--- src/pkg/irq_mask_defs.svh ---
`ifndef IRQ_MASK_DEFS_SVH
`define IRQ_MASK_DEFS_SVH

// register indices, byte address is four times the index
`define IDX_MASK_TWO 8'h9A
`define IDX_MASK_ZERO 8'hA8
`define IDX_MASK_ONE 8'hB8
`define IDX_PEND_LO 8'hC0
`define IDX_PEND_MID 8'hC1
`define IDX_PEND_HI 8'hC2
`define ADDR_OF(idx) {2'b00, idx, 2'b00}

// reset value and writable bits of the mask registers
`define MASK_RST 8'h00
`define MASK0_WR 8'hBF
`define MASK1_WR 8'h3F
`define MASK2_WR 8'h3F

// mask register zero fields
`define GLOBAL_IRQ_GATE 7
`define SLEEP_TMR_IRQ_EN 5
`define CIPHER_DONE_IRQ_EN 4
`define SERIAL1_RX_IRQ_EN 3
`define SERIAL0_RX_IRQ_EN 2
`define CONVERTER_DONE_IRQ_EN 1
`define RADIO_ERROR_IRQ_EN 0
// mask register one fields
`define PORT_ZERO_IRQ_EN 5
`define TIMER_FOUR_IRQ_EN 4
`define TIMER_THREE_IRQ_EN 3
`define TIMER_TWO_IRQ_EN 2
`define TIMER_ONE_IRQ_EN 1
`define DMA_DONE_IRQ_EN 0
// mask register two fields
`define WATCHDOG_IRQ_EN 5
`define PORT_ONE_IRQ_EN 4
`define SERIAL1_TX_IRQ_EN 3
`define SERIAL0_TX_IRQ_EN 2
`define PORT_TWO_USB_IRQ_EN 1
`define RADIO_GENERAL_IRQ_EN 0

// source numbers and vector layout
`define SRC_NUM 18
`define SRC_TIMER_THREE 5'h0B
`define SRC_TIMER_FOUR 5'h0C
`define SRC_RADIO_GENERAL 5'h10
`define SRC_WATCHDOG 5'h11
`define VEC_TIMER_THREE 8'h5B
`define VEC_TIMER_FOUR 8'h63
`define VEC_RADIO_GENERAL 8'h83
`define VEC_WATCHDOG 8'h8B
`define VEC_LOW 3'h3

`endif

--- src/pkg/irq_mask_pkg.sv ---
package irq_mask_pkg;

  // source vector, one bit per interrupt number
  typedef logic [17:0] src_vec_t;

  // request presented to the core
  typedef struct packed {
    logic req;
    logic [4:0] num;
    logic [7:0] vector;
  } irq_ans_s;

endpackage : irq_mask_pkg

--- src/rtl/irq_mask_ctrl.sv ---
// Chosen here: the APB register port.
`timescale 1ns/10ps
`default_nettype none
`include "irq_mask_defs.svh"

module irq_mask_ctrl (
  input wire logic clk_sys,
  input wire logic rst_n,
  input wire logic clkEn,
  input wire logic psel,
  input wire logic penable,
  input wire logic pwrite,
  input wire logic [11:0] paddr,
  input wire logic [31:0] pwdata,
  output logic [31:0] prdata,
  output logic pready,
  output logic pslverr,
  input wire logic [17:0] srcEvent,
  input wire logic ackTake,
  output irq_mask_pkg::irq_ans_s irqAns
);
  import irq_mask_pkg::*;

  logic [7:0] mask0_r;
  logic [7:0] mask1_r;
  logic [7:0] mask2_r;
  logic [7:0] mask0_nxt;
  logic [7:0] mask1_nxt;
  logic [7:0] mask2_nxt;
  src_vec_t pend_r;
  src_vec_t pend_nxt;
  src_vec_t enVec;
  src_vec_t enVec_nxt;
  src_vec_t hwClr;
  src_vec_t swClr;
  irq_ans_s irqAns_r;
  irq_ans_s irqAns_nxt;
  logic [31:0] prdata_r;
  logic pready_r;
  logic pslverr_r;
  logic setupPh;
  logic doneWr;

  // maps the three mask registers onto per-source enables
  function automatic src_vec_t maskToEn(
    input logic [7:0] m0,
    input logic [7:0] m1,
    input logic [7:0] m2
  );
    src_vec_t e;
    e = '0;
    e[0] = m0[`RADIO_ERROR_IRQ_EN];
    e[1] = m0[`CONVERTER_DONE_IRQ_EN];
    e[2] = m0[`SERIAL0_RX_IRQ_EN];
    e[3] = m0[`SERIAL1_RX_IRQ_EN];
    e[4] = m0[`CIPHER_DONE_IRQ_EN];
    e[5] = m0[`SLEEP_TMR_IRQ_EN];
    e[6] = m2[`PORT_TWO_USB_IRQ_EN];
    e[7] = m2[`SERIAL0_TX_IRQ_EN];
    e[8] = m1[`DMA_DONE_IRQ_EN];
    e[9] = m1[`TIMER_ONE_IRQ_EN];
    e[10] = m1[`TIMER_TWO_IRQ_EN];
    e[11] = m1[`TIMER_THREE_IRQ_EN];
    e[12] = m1[`TIMER_FOUR_IRQ_EN];
    e[13] = m1[`PORT_ZERO_IRQ_EN];
    e[14] = m2[`SERIAL1_TX_IRQ_EN];
    e[15] = m2[`PORT_ONE_IRQ_EN];
    e[16] = m2[`RADIO_GENERAL_IRQ_EN];
    e[17] = m2[`WATCHDOG_IRQ_EN];
    // global gate closes every source at once
    if (!m0[`GLOBAL_IRQ_GATE]) begin
      e = '0;
    end
    return e;
  endfunction : maskToEn

  // lowest source number wins among the active ones
  function automatic logic [4:0] pickSrc(input src_vec_t v);
    logic [4:0] n;
    n = 5'h00;
    for (int i = `SRC_NUM - 1; i >= 0; i--) begin
      if (v[i]) begin
        n = 5'(i);
      end
    end
    return n;
  endfunction : pickSrc

  // vector address is eight times the number plus three
  function automatic logic [7:0] vecOf(input logic [4:0] n);
    return {n, `VEC_LOW};
  endfunction : vecOf

  // address decode, shared by read and write paths
  function automatic logic addrHit(input logic [11:0] a);
    return (a == `ADDR_OF(`IDX_MASK_ZERO)) ||
           (a == `ADDR_OF(`IDX_MASK_ONE)) ||
           (a == `ADDR_OF(`IDX_MASK_TWO)) ||
           (a == `ADDR_OF(`IDX_PEND_LO)) ||
           (a == `ADDR_OF(`IDX_PEND_MID)) ||
           (a == `ADDR_OF(`IDX_PEND_HI));
  endfunction : addrHit

  // read data, upper bits always zero
  function automatic logic [31:0] readWord(
    input logic [11:0] a,
    input logic [7:0] m0,
    input logic [7:0] m1,
    input logic [7:0] m2,
    input src_vec_t p
  );
    logic [7:0] b;
    b = 8'h00;
    case (a)
      `ADDR_OF(`IDX_MASK_ZERO): b = m0;
      `ADDR_OF(`IDX_MASK_ONE): b = m1;
      `ADDR_OF(`IDX_MASK_TWO): b = m2;
      `ADDR_OF(`IDX_PEND_LO): b = p[7:0];
      `ADDR_OF(`IDX_PEND_MID): b = p[15:8];
      `ADDR_OF(`IDX_PEND_HI): b = {6'h00, p[17:16]};
      default: b = 8'h00;
    endcase
    return {24'h000000, b};
  endfunction : readWord

  // apb phases: setup takes the decode, access completes a cycle later
  assign setupPh = psel & ~penable;
  assign doneWr = psel & penable & pready_r & pwrite & addrHit(paddr);

  // mask writes keep reserved bits at zero
  always_comb begin
    mask0_nxt = mask0_r;
    mask1_nxt = mask1_r;
    mask2_nxt = mask2_r;
    if (doneWr && paddr == `ADDR_OF(`IDX_MASK_ZERO)) begin
      mask0_nxt = pwdata[7:0] & `MASK0_WR;
    end
    if (doneWr && paddr == `ADDR_OF(`IDX_MASK_ONE)) begin
      mask1_nxt = pwdata[7:0] & `MASK1_WR;
    end
    if (doneWr && paddr == `ADDR_OF(`IDX_MASK_TWO)) begin
      mask2_nxt = pwdata[7:0] & `MASK2_WR;
    end
  end

  // software clears pending flags by writing ones
  always_comb begin
    swClr = '0;
    if (doneWr && paddr == `ADDR_OF(`IDX_PEND_LO)) begin
      swClr[7:0] = pwdata[7:0];
    end
    if (doneWr && paddr == `ADDR_OF(`IDX_PEND_MID)) begin
      swClr[15:8] = pwdata[7:0];
    end
    if (doneWr && paddr == `ADDR_OF(`IDX_PEND_HI)) begin
      swClr[17:16] = pwdata[1:0];
    end
  end

  // the core taking a vector clears that source's flag
  assign hwClr = (ackTake && irqAns_r.req) ? (18'h00001 << irqAns_r.num) : '0;

  // mask registers, all closed after reset
  always_ff @(posedge clk_sys or negedge rst_n) begin
    if (!rst_n) begin
      mask0_r <= `MASK_RST;
      mask1_r <= `MASK_RST;
      mask2_r <= `MASK_RST;
    end else if (clkEn) begin
      mask0_r <= mask0_nxt;
      mask1_r <= mask1_nxt;
      mask2_r <= mask2_nxt;
    end
  end

  // sticky pending flags; a new event beats any clear in the same cycle
  for (genvar g = 0; g < `SRC_NUM; g++) begin : gPend
    assign pend_nxt[g] = srcEvent[g] | (pend_r[g] & ~hwClr[g] & ~swClr[g]);
    always_ff @(posedge clk_sys or negedge rst_n) begin
      if (!rst_n) begin
        pend_r[g] <= 1'b0;
      end else if (clkEn) begin
        pend_r[g] <= pend_nxt[g];
      end
    end
  end

  assign enVec = maskToEn(mask0_r, mask1_r, mask2_r);
  assign enVec_nxt = maskToEn(mask0_nxt, mask1_nxt, mask2_nxt);

  // request built from next-state values so it tracks flags and masks exactly
  always_comb begin
    irqAns_nxt.req = |(pend_nxt & enVec_nxt);
    irqAns_nxt.num = pickSrc(pend_nxt & enVec_nxt);
    irqAns_nxt.vector = vecOf(irqAns_nxt.num);
  end

  // request register facing the core
  always_ff @(posedge clk_sys or negedge rst_n) begin
    if (!rst_n) begin
      irqAns_r <= '0;
    end else if (clkEn) begin
      irqAns_r <= irqAns_nxt;
    end
  end

  // apb answer: ready in the first cycle of the access phase, no wait states
  always_ff @(posedge clk_sys or negedge rst_n) begin
    if (!rst_n) begin
      pready_r <= 1'b0;
      pslverr_r <= 1'b0;
    end else if (clkEn) begin
      pready_r <= setupPh;
      pslverr_r <= setupPh & ~addrHit(paddr);
    end
  end

  // read data captured at setup; unmapped addresses read zero
  always_ff @(posedge clk_sys or negedge rst_n) begin
    if (!rst_n) begin
      prdata_r <= 32'h00000000;
    end else if (clkEn && setupPh) begin
      prdata_r <= readWord(paddr, mask0_r, mask1_r, mask2_r, pend_r);
    end
  end

  assign prdata = prdata_r;
  assign pready = pready_r;
  assign pslverr = pslverr_r;
  assign irqAns = irqAns_r;
endmodule : irq_mask_ctrl
`default_nettype wire

--- config.mk ---
export PLATFORM = sky130hd
export DESIGN_NAME = irq_mask_ctrl
export DESIGN_NICKNAME = d
export VERILOG_FILES = /design/src/pkg/irq_mask_pkg.sv /design/src/rtl/irq_mask_ctrl.sv
export VERILOG_INCLUDE_DIRS = /design/src /design/src/pkg
export SDC_FILE = /design/constraint.sdc
export NUM_CORES = 1
export LEC_CHECK = 0
export BUFFER_PORTS_ARGS = -buffer_cell sky130_fd_sc_hd__buf_2
export CORE_MARGIN = 8
export CORE_UTILIZATION = 54
export CTS_BUF_LIST = sky130_fd_sc_hd__clkbuf_8
export DETAILED_ROUTE_END_ITERATION = 16
export PLACE_DENSITY = 0.83
export SLEW_MARGIN = 20
export SYNTH_ARGS = -nofsm -noshare
export SYNTH_HDL_FRONTEND = slang
export SYNTH_SLANG_ARGS = --single-unit
--- constraint.sdc ---
create_clock -name clk_sys -period 3.6 [get_ports clk_sys]
set_clock_uncertainty 0.15 [all_clocks]
set_input_delay 0.54 -clock clk_sys [delete_from_list [all_inputs] [get_ports clk_sys]]
set_output_delay 0.54 -clock clk_sys [all_outputs]
set_load 0.02 [all_outputs]
==> parameters.txt <==
Parameter                              Value

Timing
  Post-route fraction of the period consumed by the critical path    87.4%
  Worst Tran Pin Value    695 ps
  Final count of hold timing violations    0
  Unrepaired setup endpoints after global routing    false
  Slew HR    53.7%
  Final setup TNS    0 ps
  Timing-limited maximum frequency    0.318 GHz
  Minimum period implied by the final worst setup slack    3150 ps
  Final number of max-transition violations    0
  Total setup violations reported at the end of the flow    0

Worst setup path
  Required time of the worst setup path    3660 ps
  Data arrival, critical path    3210 ps
  Worst r2r path cells    8
  Launch instance of the worst register-to-register path    pready
  Worst-case register-to-register setup slack    660 ps
  Worst Path Class, Setup    input pin to register
  Reg-to-Reg End    irqAns[13]
  Largest fanout of any net on the critical path    5
  Worst Setup Start Kind    input pin
  Critical path capture point type    register

Clock network
  CTS root buffer    sky130_fd_sc_hd__clkbuf_8
  Resized Gates After CTS    0
  Clock network latency to the later pin of the worst-skew pair    310 ps
  Worst-path clk slew    110 ps
  TritonCTS clock tree    yes
  Max H-tree Level    2
  Number of hold buffers added after cts    0
  Setup Fix Bufs, Post-CTS    0
  Number of buffers on the longest clock path    2
  Clock Sinks    54
  Cts bufs inserted    5

Final layout
  Final design area excluding fillers    4310 sq um
  Most common cell after layout, fill and taps aside    sky130_fd_sc_hd__buf_2
  N_diodes    0
  Share of cells above drive strength 1    27.1%
  # nets final    562
  Commonest non-fill, non-tap cells in the layout    sky130_fd_sc_hd__buf_2, sky130_fd_sc_hd__dfrtp_1, sky130_fd_sc_hd__nor2_1
  Fillers    629
  Area overhead of the layout relative to synthesis    12.0%

GRT
  Number of global-route vias before repair    3,749
  Wire length of the first global-routing pass    20.5 mm
  Overall fraction of global-route tracks in use    25.9%
  Number of antenna violations at the first check in global routing    0
  Largest net degree at the start of global routing    40
  Total global routing overflow    0

Power and ir drop
  Fraction of power spent switching nets    29.1%
  Internal Dissipation    0.000883 W
  Total net switching power    0.000363 W
  Power density over the cells    289 nW/um^2
  Static leakage power    1.85 nW
  VDD IR max    0.167 mV
  Relative contribution of the clock network to total power    34.9%
  Sequential share of power    50.1%
  Relative contribution of combinational cells to total power    14.9%

Floorplanning
  Core Region    6830 sq um
  Die area    10,100 sq um
  Number of placed I/O pins    117
  Row count    30
  Effective utilization at floorplan    56.3%
  Die span in x    100 um
  Die height    100 um

Yosys
  Top flip-flop cell by instance count after synthesis    sky130_fd_sc_hd__dfrtp_1
  Post-synth top area share    35.1%
  Post-synthesis async set-or-reset flop share    100%
  Synth Warn #    0
  Cell type with the highest aggregate area in the netlist    sky130_fd_sc_hd__dfrtp_1
  Post-synth cell types    66
  Count of flip-flops with a built-in enable after synthesis    0
  Share of the yosys chip area belonging to registers    35.1%
  Seq cells post-synth    54
  Cells taking the most area after synthesis    sky130_fd_sc_hd__dfrtp_1, sky130_fd_sc_hd__mux2_2, sky130_fd_sc_hd__buf_4, sky130_fd_sc_hd__a21oi_1, sky130_fd_sc_hd__o21ai_0
  Average instance area after synthesis    8.93 sq um
  Mapped cell area    3850 sq um
  Gate count after technology mapping    431

Detailed routing
  Via total after detailed routing    3,804
  WL/cell    21.9 um
  Violation count after the first detailed-routing iteration    511
  Number of iterations in the first detailed-routing pass    6
  Number of nets with antenna violations after routing    0
  Final routed DRC violation total    0
  Via-per-instance ratio    6.45
  Wire length after detailed routing    12.9 mm

Run status
  Status    complete, no violations

Placement
  Post-Place Cell Area    4190 sq um
  Number of input and output port buffers inserted    67
  Half-perimeter wire length of the detailed placement result    9.98 mm
  Routability Congestion    1.00

Job
  Number of violations of the max-capacitance limit    0

Hold path
  Worst hold-check path type    input pin to asynchronous set/reset pin
-- final cells by class --
cell class	count	area [sq um]	share of cell area, %
Multi-Input combinational cell	334	2210	51.2
Sequential cell	54	1350	31.3
Timing Repair Buffer	84	463	10.7
Tap cell	96	120	2.79
Clock buffer	5	68.8	1.60
Inverter	14	52.6	1.22
Clock inverter	3	47.5	1.10
-- routing by layer --
| metal | vias to the layer above | track usage (%) | wire [um] |
|---|---|---|---|
| li1 | 1703 | - | - |
| met1 | 1814 | 32.6 | 5040 |
| met2 | 256 | 43.0 | 6180 |
| met3 | 31 | 5.40 | 1380 |
| met4 | 0 | 8.60 | 325 |
| met5 | - | 0 | 0 |
-- critical path, stage by stage --
cell                      delay (ps)
sky130_fd_sc_hd__buf_2           110
sky130_fd_sc_hd__nor4b_2         440
sky130_fd_sc_hd__nand3_1         420
sky130_fd_sc_hd__o32ai_1         670
sky130_fd_sc_hd__a21oi_1         130
sky130_fd_sc_hd__o21ai_0         300
sky130_fd_sc_hd__and4_1          350
sky130_fd_sc_hd__nand2_1          80
sky130_fd_sc_hd__o22a_1          170
-- cell families after synthesis --
family                 Yosys count  share of synthesized area [%]
other                            1                         0.0975
muxes                           32                           9.07
DFF                             54                           35.1
AOI/OAI and AO/OA              136                           24.6
and+or+nand+nor                141                           21.3
buffers and inverters           67                           9.85
-- sequential cells by signal, indices dropped and copies added, names as in the netlist --
name     flops
mask1_r      6
mask0_r      7
pend_r      18
mask2_r      6
irqAns       7
prdata       8
pslverr      1
pready       1
-- synth_stat cells, drive strengths merged (2+ instances only) --
master   number
and4          4
or4           2
nor4          5
nand2b       10
mux2         23
nor3          7
nand3         8
a222oi        4
o32ai         5
or2           4
a211oi        4
inv          14
or3           4
o41a          2
o211ai        2
clkbuf       16
o21ai        32
nand2        17
nor2b         3
dfrtp        54
a21boi        2
nor3b         2
and4b         2
or4b          3
a2bb2oi       2
buf          37
o22ai        10
o31ai         7
a31oi         2
o31a          9
o41ai         3
nor4b         2
a21oi        37
mux2i         9
nand3b        4
o22a          2
a21o          3
nor2         39
nand4        21
a22o          3
nor4bb        2
-- worst max-delay path by stage --
stage / from / endpoint / depth (start not counted)
5_1_grt: paddr[1] / irqAns[9] / 10
3_5_place_dp: paddr[1] / irqAns[13] / 9
3_3_place_gp: paddr[1] / irqAns[9] / 10
2_1_floorplan: paddr[1] / irqAns[13] / 9
6_report: paddr[1] / irqAns[13] / 9
4_1_cts: paddr[1] / irqAns[13] / 9
-- per-stage QoR --
step / instances / hold WS, ps / worst slack, ps / utilization, % / power, W
after floorplan: 455 / 94.4 / 626 / - / 0.000753
after global placement: 582 / 308 / 179 / 61.4 / 0.000814
after detailed placement: 582 / 319 / 166 / 61.4 / 0.000818
after CTS: 590 / 120 / 486 / 63.1 / 0.00125
after global routing: 590 / 152 / 329 / 63.1 / 0.00129
final: 590 / 103 / 454 / 63.1 / 0.00125
-- power by group through the flow --
stage,Combinational [W],Clock (W),Sequential (W)
2_1_floorplan,0.000116,0,0.000638
3_3_place_gp,0.000178,0,0.000636
3_5_place_dp,0.000181,0,0.000636
4_1_cts,0.000182,0.000444,0.000624
5_1_grt,0.000201,0.000461,0.000626
6_report,0.000186,0.000435,0.000624
No activity file was read; power rests on OpenSTA's default activity.
